[src/common/frame_codec_pkg.sv]
// shared constants, types and check function for the frame codec ends
`default_nettype none
package frame_codec_pkg;
  // ------------------------------------------------------------------
  // field widths and limits
  // ------------------------------------------------------------------
  localparam int          ID_W          = 10;
  localparam int          COUNT_W       = 4;
  localparam int          ROUND_W       = 8;
  localparam int          CRC_W         = 16;
  localparam int          BYTE_W        = 8;
  localparam int          MAX_PAYLOAD   = 12;
  localparam int          MAX_PAYLOAD_V2 = 11;
  localparam int          POS_W         = 5;
  localparam logic [3:0]  MAX_COUNT     = 4'hC;
  localparam logic [3:0]  MAX_COUNT_V2  = 4'hB;
  localparam logic [9:0]  ID_NONE       = 10'h000;
  // ------------------------------------------------------------------
  // wire layout: header byte 0 = id[9:2], byte 1 = {id[1:0],flag,sync,count}
  // ------------------------------------------------------------------
  localparam int          HDR1_ID_LSB   = 6;
  localparam int          HDR1_FLAG_BIT = 5;
  localparam int          HDR1_SYNC_BIT = 4;
  localparam logic [4:0]  POS_HDR0      = 5'h00;
  localparam logic [4:0]  POS_HDR1      = 5'h01;
  localparam logic [4:0]  POS_CYC       = 5'h02;
  localparam logic [4:0]  HDR_BYTES     = 5'h02;
  // ------------------------------------------------------------------
  // check field
  // ------------------------------------------------------------------
  localparam logic [15:0] CRC_POLY      = 16'h1021;
  localparam logic [15:0] CRC_INIT      = 16'hFFFF;
  localparam logic [7:0]  CNT_MAX       = 8'hFF;
  localparam int          FIFO_DEPTH    = 4;

  typedef enum logic [1:0] {RC_STATIC, RC_MIXED, RC_DYNAMIC} round_cfg_e;

  // msb-first crc over one byte; the polynomial is CRC_POLY from this package
  function automatic logic [15:0] crc_next(input logic [15:0] crc, input logic [7:0] b);
    logic [15:0] c;
    c = crc;
    for (int i = 7; i >= 0; i--) begin
      if (c[15] ^ b[i]) begin
        c = {c[14:0], 1'b0} ^ CRC_POLY;
      end else begin
        c = {c[14:0], 1'b0};
      end
    end
    return c;
  endfunction : crc_next
endpackage : frame_codec_pkg
`default_nettype wire

[src/common/frame_link_if.sv]
// byte-stream link joining the frame sender end and the frame receiver end
`timescale 1ns/10ps
`default_nettype none
interface frame_link_if;
  logic       valid;
  logic       ready;
  logic [7:0] data;
  logic       last;

  modport tx (output valid, output data, output last, input ready);
  modport rx (input valid, input data, input last, output ready);
endinterface : frame_link_if
`default_nettype wire

[src/verilog/frame_rx_end.sv]
// frame receiver end: input buffer, parser, sync acceptance, round counter
//
// Function
// - identifier is 10 bits, zero never valid
// - identifier means slot static, priority dynamic
// - one multiplex flag bit per frame
// - sync tag marks clock-sync input frames
// - 4-bit count, 0..12 bytes, exact payload
// - 16-bit check field sent and verified
// - variant two carries 8-bit round field
// - round field is counter or data byte
// - round counter increments at each round start
// - variant two sync tag means counter present
// - variant two payload limited to 0..11
// - only static sync frames feed clock sync
// - no clock sync in pure dynamic config
`timescale 1ns/10ps
`default_nettype none
module frame_fifo #(
  parameter int WIDTH = 9,
  parameter int DEPTH = 4
) (
  // clock and reset
  input  wire logic             clk_sys_i,
  input  wire logic             rst_b_i,
  // fill side
  input  wire logic             in_valid_i,
  output logic                  in_ready_o,
  input  wire logic [WIDTH-1:0] in_data_i,
  // drain side
  output logic                  out_valid_o,
  input  wire logic             out_ready_i,
  output logic [WIDTH-1:0]      out_data_o
);
  localparam int AW = (DEPTH > 1) ? $clog2(DEPTH) : 1;

  if (DEPTH < 2 || (DEPTH & (DEPTH - 1)) != 0) begin : g_bad_depth
    $error("frame_fifo depth must be a power of two of at least 2");
  end

  logic [WIDTH-1:0] mem_ff [DEPTH];
  logic [AW-1:0]    wr_ptr_ff;
  logic [AW-1:0]    rd_ptr_ff;
  logic [AW:0]      fill_ff;
  logic             push;
  logic             pop;

  assign in_ready_o  = (fill_ff != (AW+1)'(DEPTH));
  assign out_valid_o = (fill_ff != '0);
  assign out_data_o  = mem_ff[rd_ptr_ff];
  assign push        = in_valid_i & in_ready_o;
  assign pop         = out_valid_o & out_ready_i;

  always_ff @(posedge clk_sys_i) begin
    if (push) begin
      mem_ff[wr_ptr_ff] <= in_data_i;
    end
  end

  always_ff @(posedge clk_sys_i or negedge rst_b_i) begin
    if (!rst_b_i) begin
      wr_ptr_ff <= '0;
      rd_ptr_ff <= '0;
      fill_ff   <= '0;
    end else begin
      if (push) begin
        wr_ptr_ff <= wr_ptr_ff + 1'b1;
      end
      if (pop) begin
        rd_ptr_ff <= rd_ptr_ff + 1'b1;
      end
      fill_ff <= fill_ff + (AW+1)'(push) - (AW+1)'(pop);
    end
  end
endmodule : frame_fifo

module frame_rx_end
  import frame_codec_pkg::*;
#(
  parameter int BUF_DEPTH = FIFO_DEPTH
) (
  // clock and reset
  input  wire logic                     clk_sys_i,
  input  wire logic                     rst_b_i,
  // link from the sending node
  frame_link_if.rx                      link,
  // configuration and schedule
  input  wire logic                     variant2_i,
  input  wire round_cfg_e               round_cfg_i,
  input  wire logic                     dynamic_seg_i,
  input  wire logic                     cycle_start_i,
  // parsed frame
  output logic                          rx_valid_o,
  input  wire logic                     rx_ready_i,
  output logic [ID_W-1:0]               slot_o,
  output logic [ID_W-1:0]               priority_o,
  output logic                          same_slot_variant_flag_o,
  output logic                          sync_o,
  output logic [COUNT_W-1:0]            payload_byte_count_o,
  output logic [ROUND_W-1:0]            cycle_field_o,
  output logic [MAX_PAYLOAD*BYTE_W-1:0] payload_o,
  // status
  output logic                          sync_accept_o,
  output logic                          round_mismatch_o,
  output logic [ROUND_W-1:0]            round_count_o,
  output logic [7:0]                    format_err_cnt_o,
  output logic [7:0]                    crc_err_cnt_o
);
  typedef enum {RX_HDR0, RX_HDR1, RX_CYC, RX_DATA, RX_CRCH, RX_CRCL, RX_DROP, RX_HOLD} rx_state_e;

  // ------------------------------------------------------------------
  // input buffer
  // ------------------------------------------------------------------
  logic       buf_valid;
  logic       buf_pop_ready;
  logic [8:0] buf_data;
  logic [7:0] b;
  logic       b_last;
  logic       pop;

  frame_fifo #(.WIDTH(9), .DEPTH(BUF_DEPTH)) u_buf (
    .clk_sys_i   (clk_sys_i),
    .rst_b_i     (rst_b_i),
    .in_valid_i  (link.valid),
    .in_ready_o  (link.ready),
    .in_data_i   ({link.last, link.data}),
    .out_valid_o (buf_valid),
    .out_ready_i (buf_pop_ready),
    .out_data_o  (buf_data)
  );

  rx_state_e            state_ff;
  logic [ID_W-1:0]      id_ff;
  logic [7:0]           id_hi_ff;
  logic                 flag_ff;
  logic                 sync_ff;
  logic [COUNT_W-1:0]   count_ff;
  logic [COUNT_W-1:0]   idx_ff;
  logic [ROUND_W-1:0]   cyc_ff;
  logic [7:0]           crc_hi_ff;
  logic [CRC_W-1:0]     crc_ff;
  logic [7:0]           pay_ff [MAX_PAYLOAD];
  logic                 dyn_ff;
  logic                 v2_ff;
  logic [ROUND_W-1:0]   round_ff;
  logic [ID_W-1:0]      hdr_id;
  logic [COUNT_W-1:0]   hdr_count;
  logic                 hdr_bad;
  logic                 done_ok;
  logic                 fmt_err;
  logic                 crc_err;

  // stalls while a parsed frame waits, so the buffer really fills
  assign buf_pop_ready = (state_ff != RX_HOLD);
  assign pop           = buf_valid & buf_pop_ready;
  assign b             = buf_data[7:0];
  assign b_last        = buf_data[8];

  // ------------------------------------------------------------------
  // header decode
  // ------------------------------------------------------------------
  assign hdr_id    = {id_hi_ff, b[7:HDR1_ID_LSB]};
  assign hdr_count = b[COUNT_W-1:0];
  assign hdr_bad   = (hdr_id == ID_NONE)
                   | (hdr_count > (variant2_i ? MAX_COUNT_V2 : MAX_COUNT));

  assign done_ok = pop & (state_ff == RX_CRCL) & b_last & ({crc_hi_ff, b} == crc_ff);
  assign crc_err = pop & (state_ff == RX_CRCL) & b_last & ({crc_hi_ff, b} != crc_ff);

  always_comb begin
    fmt_err = 1'b0;
    if (pop) begin
      case (state_ff)
        RX_HDR0:                    fmt_err = b_last;
        RX_HDR1:                    fmt_err = hdr_bad | b_last;
        RX_CYC, RX_DATA, RX_CRCH:   fmt_err = b_last;
        RX_CRCL:                    fmt_err = ~b_last;
        default:                    fmt_err = 1'b0;
      endcase
    end
  end

  // ------------------------------------------------------------------
  // parser state
  // ------------------------------------------------------------------
  always_ff @(posedge clk_sys_i or negedge rst_b_i) begin
    if (!rst_b_i) begin
      state_ff <= RX_HDR0;
    end else if (state_ff == RX_HOLD) begin
      if (rx_ready_i) begin
        state_ff <= RX_HDR0;
      end
    end else if (pop) begin
      case (state_ff)
        RX_HDR0: state_ff <= b_last ? RX_HDR0 : RX_HDR1;
        RX_HDR1: begin
          if (b_last) begin
            state_ff <= RX_HDR0;
          end else if (hdr_bad) begin
            state_ff <= RX_DROP;
          end else if (variant2_i) begin
            state_ff <= RX_CYC;
          end else begin
            state_ff <= (hdr_count == '0) ? RX_CRCH : RX_DATA;
          end
        end
        RX_CYC:  state_ff <= b_last ? RX_HDR0 : ((count_ff == '0) ? RX_CRCH : RX_DATA);
        RX_DATA: begin
          if (b_last) begin
            state_ff <= RX_HDR0;
          end else if (idx_ff == count_ff - 1'b1) begin
            state_ff <= RX_CRCH;
          end
        end
        RX_CRCH: state_ff <= b_last ? RX_HDR0 : RX_CRCL;
        RX_CRCL: state_ff <= !b_last ? RX_DROP : (done_ok ? RX_HOLD : RX_HDR0);
        RX_DROP: state_ff <= b_last ? RX_HDR0 : RX_DROP;
        default: state_ff <= RX_HDR0;
      endcase
    end
  end

  // ------------------------------------------------------------------
  // field capture and running check
  // ------------------------------------------------------------------
  always_ff @(posedge clk_sys_i or negedge rst_b_i) begin
    if (!rst_b_i) begin
      id_hi_ff  <= '0;
      id_ff     <= '0;
      flag_ff   <= 1'b0;
      sync_ff   <= 1'b0;
      count_ff  <= '0;
      idx_ff    <= '0;
      cyc_ff    <= '0;
      crc_hi_ff <= '0;
      crc_ff    <= CRC_INIT;
      v2_ff     <= 1'b0;
    end else if (pop) begin
      case (state_ff)
        RX_HDR0: begin
          id_hi_ff <= b;
          crc_ff   <= crc_next(CRC_INIT, b);
        end
        RX_HDR1: begin
          id_ff    <= hdr_id;
          flag_ff  <= b[HDR1_FLAG_BIT];
          sync_ff  <= b[HDR1_SYNC_BIT];
          count_ff <= hdr_count;
          v2_ff    <= variant2_i;
          idx_ff   <= '0;
          crc_ff   <= crc_next(crc_ff, b);
        end
        RX_CYC: begin
          cyc_ff <= b;
          crc_ff <= crc_next(crc_ff, b);
        end
        RX_DATA: begin
          idx_ff <= idx_ff + 1'b1;
          crc_ff <= crc_next(crc_ff, b);
        end
        RX_CRCH: crc_hi_ff <= b;
        default: crc_hi_ff <= crc_hi_ff;
      endcase
    end
  end

  always_ff @(posedge clk_sys_i) begin
    if (pop && state_ff == RX_DATA) begin
      pay_ff[idx_ff] <= b;
    end
  end

  // ------------------------------------------------------------------
  // segment, sync acceptance, round counter
  // ------------------------------------------------------------------
  always_ff @(posedge clk_sys_i or negedge rst_b_i) begin
    if (!rst_b_i) begin
      dyn_ff           <= 1'b0;
      sync_accept_o    <= 1'b0;
      round_mismatch_o <= 1'b0;
    end else begin
      if (done_ok) begin
        dyn_ff <= dynamic_seg_i;
      end
      sync_accept_o    <= done_ok & sync_ff & ~dynamic_seg_i & (round_cfg_i != RC_DYNAMIC);
      // counter copy checked only when the tag says it is a counter
      round_mismatch_o <= done_ok & v2_ff & sync_ff & (cyc_ff != round_ff);
    end
  end

  always_ff @(posedge clk_sys_i or negedge rst_b_i) begin
    if (!rst_b_i) begin
      round_ff <= '0;
    end else if (cycle_start_i) begin
      round_ff <= round_ff + 1'b1;
    end
  end

  // saturating so a noisy bus cannot wrap the figures back to small
  always_ff @(posedge clk_sys_i or negedge rst_b_i) begin
    if (!rst_b_i) begin
      format_err_cnt_o <= '0;
      crc_err_cnt_o    <= '0;
    end else begin
      if (fmt_err && format_err_cnt_o != CNT_MAX) begin
        format_err_cnt_o <= format_err_cnt_o + 1'b1;
      end
      if (crc_err && crc_err_cnt_o != CNT_MAX) begin
        crc_err_cnt_o <= crc_err_cnt_o + 1'b1;
      end
    end
  end

  // ------------------------------------------------------------------
  // outputs
  // ------------------------------------------------------------------
  assign rx_valid_o               = (state_ff == RX_HOLD);
  assign slot_o                   = dyn_ff ? ID_NONE : id_ff;
  assign priority_o               = dyn_ff ? id_ff : ID_NONE;
  assign same_slot_variant_flag_o = flag_ff;
  assign sync_o                   = sync_ff;
  assign payload_byte_count_o     = count_ff;
  assign cycle_field_o            = cyc_ff;
  assign round_count_o            = round_ff;

  for (genvar g = 0; g < MAX_PAYLOAD; g++) begin : g_pay
    assign payload_o[g*BYTE_W +: BYTE_W] = pay_ff[g];
  end
endmodule : frame_rx_end
`default_nettype wire

[src/flat_wrapper.sv]
// flat-port wrapper written by rule: the top's interface ports become plain ports
module frame_rx_end_flat import frame_codec_pkg::*;
#(
  parameter int BUF_DEPTH = FIFO_DEPTH
)
  (clk_sys_i, rst_b_i, variant2_i, round_cfg_i, dynamic_seg_i, cycle_start_i, rx_valid_o, rx_ready_i, slot_o, priority_o, same_slot_variant_flag_o, sync_o, payload_byte_count_o, cycle_field_o, payload_o, sync_accept_o, round_mismatch_o, round_count_o, format_err_cnt_o, crc_err_cnt_o, link_valid, link_data, link_last, link_ready);
  frame_link_if link_i ();
  input  wire logic clk_sys_i;
  input  wire logic rst_b_i;
  input  wire logic variant2_i;
  input  wire round_cfg_e round_cfg_i;
  input  wire logic dynamic_seg_i;
  input  wire logic cycle_start_i;
  output logic rx_valid_o;
  input  wire logic rx_ready_i;
  output logic [ID_W-1:0] slot_o;
  output logic [ID_W-1:0] priority_o;
  output logic same_slot_variant_flag_o;
  output logic sync_o;
  output logic [COUNT_W-1:0] payload_byte_count_o;
  output logic [ROUND_W-1:0] cycle_field_o;
  output logic [MAX_PAYLOAD*BYTE_W-1:0] payload_o;
  output logic sync_accept_o;
  output logic round_mismatch_o;
  output logic [ROUND_W-1:0] round_count_o;
  output logic [7:0] format_err_cnt_o;
  output logic [7:0] crc_err_cnt_o;
  input wire logic [$bits(link_i.valid)-1:0] link_valid;
  input wire logic [$bits(link_i.data)-1:0] link_data;
  input wire logic [$bits(link_i.last)-1:0] link_last;
  output wire logic [$bits(link_i.ready)-1:0] link_ready;
  assign link_i.valid = link_valid;
  assign link_i.data = link_data;
  assign link_i.last = link_last;
  assign link_ready = link_i.ready;
  frame_rx_end #(.BUF_DEPTH(BUF_DEPTH)) u_core (.clk_sys_i(clk_sys_i), .rst_b_i(rst_b_i), .link(link_i), .variant2_i(variant2_i), .round_cfg_i(round_cfg_i), .dynamic_seg_i(dynamic_seg_i), .cycle_start_i(cycle_start_i), .rx_valid_o(rx_valid_o), .rx_ready_i(rx_ready_i), .slot_o(slot_o), .priority_o(priority_o), .same_slot_variant_flag_o(same_slot_variant_flag_o), .sync_o(sync_o), .payload_byte_count_o(payload_byte_count_o), .cycle_field_o(cycle_field_o), .payload_o(payload_o), .sync_accept_o(sync_accept_o), .round_mismatch_o(round_mismatch_o), .round_count_o(round_count_o), .format_err_cnt_o(format_err_cnt_o), .crc_err_cnt_o(crc_err_cnt_o));
endmodule
[config.mk]
export PLATFORM = sky130hd
export DESIGN_NAME = frame_rx_end_flat
export DESIGN_NICKNAME = d
export VERILOG_FILES = /design/src/common/frame_codec_pkg.sv /design/src/common/frame_link_if.sv /design/src/verilog/frame_rx_end.sv /design/src/flat_wrapper.sv
export SDC_FILE = /design/constraint.sdc
export NUM_CORES = 1
export LEC_CHECK = 0
export BUFFER_PORTS_ARGS = -buffer_cell sky130_fd_sc_hd__clkbuf_2
export CAP_MARGIN = 25
export CELL_PAD_IN_SITES_DETAIL_PLACEMENT = 1
export CELL_PAD_IN_SITES_GLOBAL_PLACEMENT = 1
export CORE_ASPECT_RATIO = 0.6
export CORE_MARGIN = 1
export CORE_UTILIZATION = 46
export DETAILED_ROUTE_END_ITERATION = 10
export PLACE_DENSITY_LB_ADDON = 0.1
export RECOVER_POWER = 50
export SLEW_MARGIN = 20
export SYNTH_ARGS = -nofsm -noshare
export SYNTH_HDL_FRONTEND = slang
export SYNTH_SLANG_ARGS = --single-unit
[constraint.sdc]
create_clock -name clk_sys_i -period 3.6 [get_ports clk_sys_i]
set_clock_uncertainty 0.1 [all_clocks]
set_input_delay 0.36 -clock clk_sys_i [delete_from_list [all_inputs] [get_ports clk_sys_i]]
set_output_delay 0.36 -clock clk_sys_i [all_outputs]
set_load 0.02 [all_outputs]
==> impl_metrics.csv <==
group,metric,value,unit
status,status,"complete, no violations",
routing,drc,0,
routing,drt-initial-drc-count,290,
global_routing,grt_max_degree,53,
cells_and_area,multi_input_area,0.00316,sq mm
global_routing,grt_pass1_vias,6462,
clock_network,post_cts_buffers,0,
logic_synthesis,ys_seq_elements,230,
global_routing,antenna_found_initial,0,
clock_network,cts_inserted_buffers,22,
logic_synthesis,yosys.area_share.xor_xnor,8.84,%
clock_network,cts.sinks,230,
die,die_w,190,um
clock_network,cts_tree,"built",
sta,slew_violations,0,
power_and_ir_drop,p_sw_share,38.2,%
worst_hold_path,holdCritPathClass,"in -> reg",
routing,met1Wirelength,12.1,mm
cells_and_area,seq_area,0.00644,sq mm
cells_and_area,fin_util,57.0,%
logic_synthesis,synth_top_area_share,40.5,%
sta,fin_tns_setup,0,ns
power_and_ir_drop,p_per_area,955,mW/mm^2
sta,slew_headroom,9.71,%
cells_and_area,layout-area-overhead-vs-synth,19.0,%
routing,highest_layer,"met4",
die,die_y,115,um
global_routing,grt_pass1_wl,38.9,mm
power_and_ir_drop,switching_power,4250,uW
sta,hold_viol_final,0,
power_and_ir_drop,power.share.sequential,39.9,%
logic_synthesis,synth-compound-area-share,3.59,%
die,boundaryPins,176,
routing,met3WireLength,1.38,mm
die,rows,40,
clock_network,clkTransAtPathRegs,0.07,ns
logic_synthesis,yosys.area.top_type,"edfxtp_1",
cells_and_area,fin_nets,911,
die,dieArea,0.0219,sq mm
critical_path,critPathKind,"reg -> reg",
logic_synthesis,syn_inst,676,
sta,period_share,88.7,%
critical_path,crit_path_end_kind,"flop",
power_and_ir_drop,p_leak,0.00440,uW
sta,max_freq,313,MHz
run,drv_cap,0,
sta,finalCriticalPeriod,3.19,ns
logic_synthesis,synth_area_leaders,"edfxtp_1 (41%), dfrtp_1 (21%), xnor2_1 (4.8%)",
logic_synthesis,ys_warn_count,0,
logic_synthesis,synth_top_family_by_area,"simple AND/OR/NAND/NOR gates",
die,core,0.0204,sq mm
routing,post_drt_via_cell_ratio,5.36,
logic_synthesis,synthArstFlopShare,42.6,%
placement,gp_congestion,0.855,
routing,wl_per_cell,21.8,um
power_and_ir_drop,vdd_drop_max,0.000452,V
critical_path,cp_data_arrival_time,3.49,ns
logic_synthesis,synth_edf_count,132,
logic_synthesis,synth.distinct_cells,52,
logic_synthesis,synth-main-ff-cell,"edfxtp_1",
logic_synthesis,synth-adder-area-share,2.51,%
clock_network,clock_latency,0.51,ns
logic_synthesis,synthesis.nets,713,
clock_network,cts-root-buf,"clkbuf_16",
routing,met2_length,11.5,mm
cells_and_area,drive_above_1_share,16.9,%
routing,ant_nets,0,
critical_path,crit_required,3.89,ns
power_and_ir_drop,p_comb_share,39.1,%
clock_network,h-tree-depth,1,
critical_path,path_max_fanout,17,
sta,rsz0062_at_grt,"false",
die,initial_core_util,47.9,%
logic_synthesis,synth-simple-area-share,9.45,%
cells_and_area,antennaDiodeCount,0,
cells_and_area,nFillCells,2102,
placement,io_buffers,175,
global_routing,grt-ovfl-total,0,
logic_synthesis,yosysSeqAreaShare,65.8,%
logic_synthesis,syn_avg_cell_area,14.5,sq um
routing,drt_pass1_iterations,5,
power_and_ir_drop,p_int,6870,uW
logic_synthesis,netlist_area,0.00978,sq mm
power_and_ir_drop,clock_power_share,21.1,%
sta,finalSetupViolCount,0,
global_routing,grt_usage,23.6,%
sta,worst_slew_pin_slew,1.35,ns
logic_synthesis,muxShareOfSynthArea,7.92,%
critical_path,crit_path_start_kind,"flop",
routing,wl,25.3,mm
clock_network,cts_buffer_depth,3,
placement,dp.final_hpwl,18.0,mm
routing,vias,6230,
-- state kept, by name, summed over array words and instances, names as in the netlist, 10 cells and up --
register and cells:
u_core.crc_ff 16, u_core.id_ff 10, u_core.pay_ff 96, u_core.u_buf.mem_ff 36
-- area by class of cell --
type / instances / share of cell area [%]
clock inverters: 10 / 0.903
clock buffers: 29 / 5.32
flip-flops and latches: 230 / 55.3
inverters: 14 / 0.452
repair buffers: 202 / 7.92
multi-input cells: 404 / 27.2
well taps: 273 / 2.94
-- synthesized netlist by cell type (all sizes together) (2+ instances only) --
library cell / number
xnor2: 56
nor2: 26
xor2: 41
nor3: 10
inv: 13
edfxtp: 132
or3: 3
and2: 21
buf: 11
dfrtp: 82
nand4: 12
nand2: 47
clkbuf: 17
and3: 17
o221ai: 2
a31oi: 6
nor4: 8
mux4: 12
nor2b: 16
ha: 18
a21oi: 12
o21ai: 27
mux2: 42
mux2i: 2
nand3: 12
dfstp: 16
-- stage by stage --
| stage | std cells | setup slack, ns | total power, uW | hold slack [ns] | area (sq um) |
|---|---|---|---|---|---|
| 2_1_floorplan | 676 | 0.556 | 7360 | -0.0356 | 9780 |
| 6_report | 1162 | 0.405 | 11100 | 0.0245 | 11600 |
| 5_1_grt | 1162 | 0.278 | 11700 | 0.0329 | 11600 |
| 4_1_cts | 1162 | 0.401 | 11200 | 0.00936 | 11800 |
| 3_5_place_dp | 1112 | 0.425 | 8840 | 0.352 | 11000 |
| 3_3_place_gp | 1112 | 0.482 | 8640 | 0.350 | 11000 |
-- kinds of logic (layout without fill, tap and decap cells) --
group           after synthesis  after routing
simple gates                176            176
compound gates               56             56
flops                       230            230
buf+inv                      42            255
fa+ha+maj                    19             19
xor+xnor                     97             97
mux                          56             56
-- worst max-delay path, cell delays in order, from the launching register on --
cell and delay [ns]:
dfrtp_1 0.57, buf_4 0.25, mux4_2 0.53, buf_4 0.22, xnor2_2 0.17, nand3_2 0.11
nor4_4 0.51, and2b_4 0.27, mux2_2 0.33
-- power groups by stage --
stage	Sequential [uW]	Clock, uW	Combinational (uW)
final	4430	2340	4340
after global routing	4520	2470	4750
after CTS	4430	2390	4430
after detailed placement	4470	0	4370
after global placement	4420	0	4210
after floorplan	4360	0	3000
-- worst paths after layout --
check / endpoint / from / cells after the start / slack [ns]
setup / recovery: u_core.dyn_ff / u_core.u_buf.rd_ptr_ff[0] / 8 / 0.41
hold / removal: u_core.round_count_o[0] / cycle_start_i / 2 / 0.02
setup reg to reg: u_core.dyn_ff / u_core.u_buf.rd_ptr_ff[0] / 8 / 0.41
hold reg to reg: u_core.crc_ff[8] / u_core.crc_ff[8] / 2 / 0.41
max in group asynchronous: u_core.id_ff[1] / rst_b_i / 3 / 0.83
min in group asynchronous: u_core.crc_hi_ff[1] / rst_b_i / 2 / 0.59
-- cell usage in the layout, fill, tap and decap left out, drive strengths merged, types with 2 or more instances in the layout --
master	n
a21oi	12
a31oi	6
and2	21
and3	17
buf	15
bufinv	2
clkbuf	205
clkinv	8
dfrtp	82
dfstp	16
dlygate4sd3	11
edfxtp	132
ha	18
inv	13
mux2	42
mux2i	2
mux4	12
nand2	47
nand3	12
nand4	12
nor2	26
nor2b	16
nor3	10
nor4	8
o21ai	27
o221ai	2
or3	3
xnor2	56
xor2	41
-- repair_timing --
action	CTS	global route
resized for setup	0	0
endpoints found under the hold margin	73	0
hold buffers	11	0
-- routing by layer --
metal	global-route usage, %	up-vias
li1	-	2818
met3	4.15	27
met1	34.6	3191
met5	0	-
met4	4.64	0
met2	37.4	194
(Power assumes the default switching activity.)
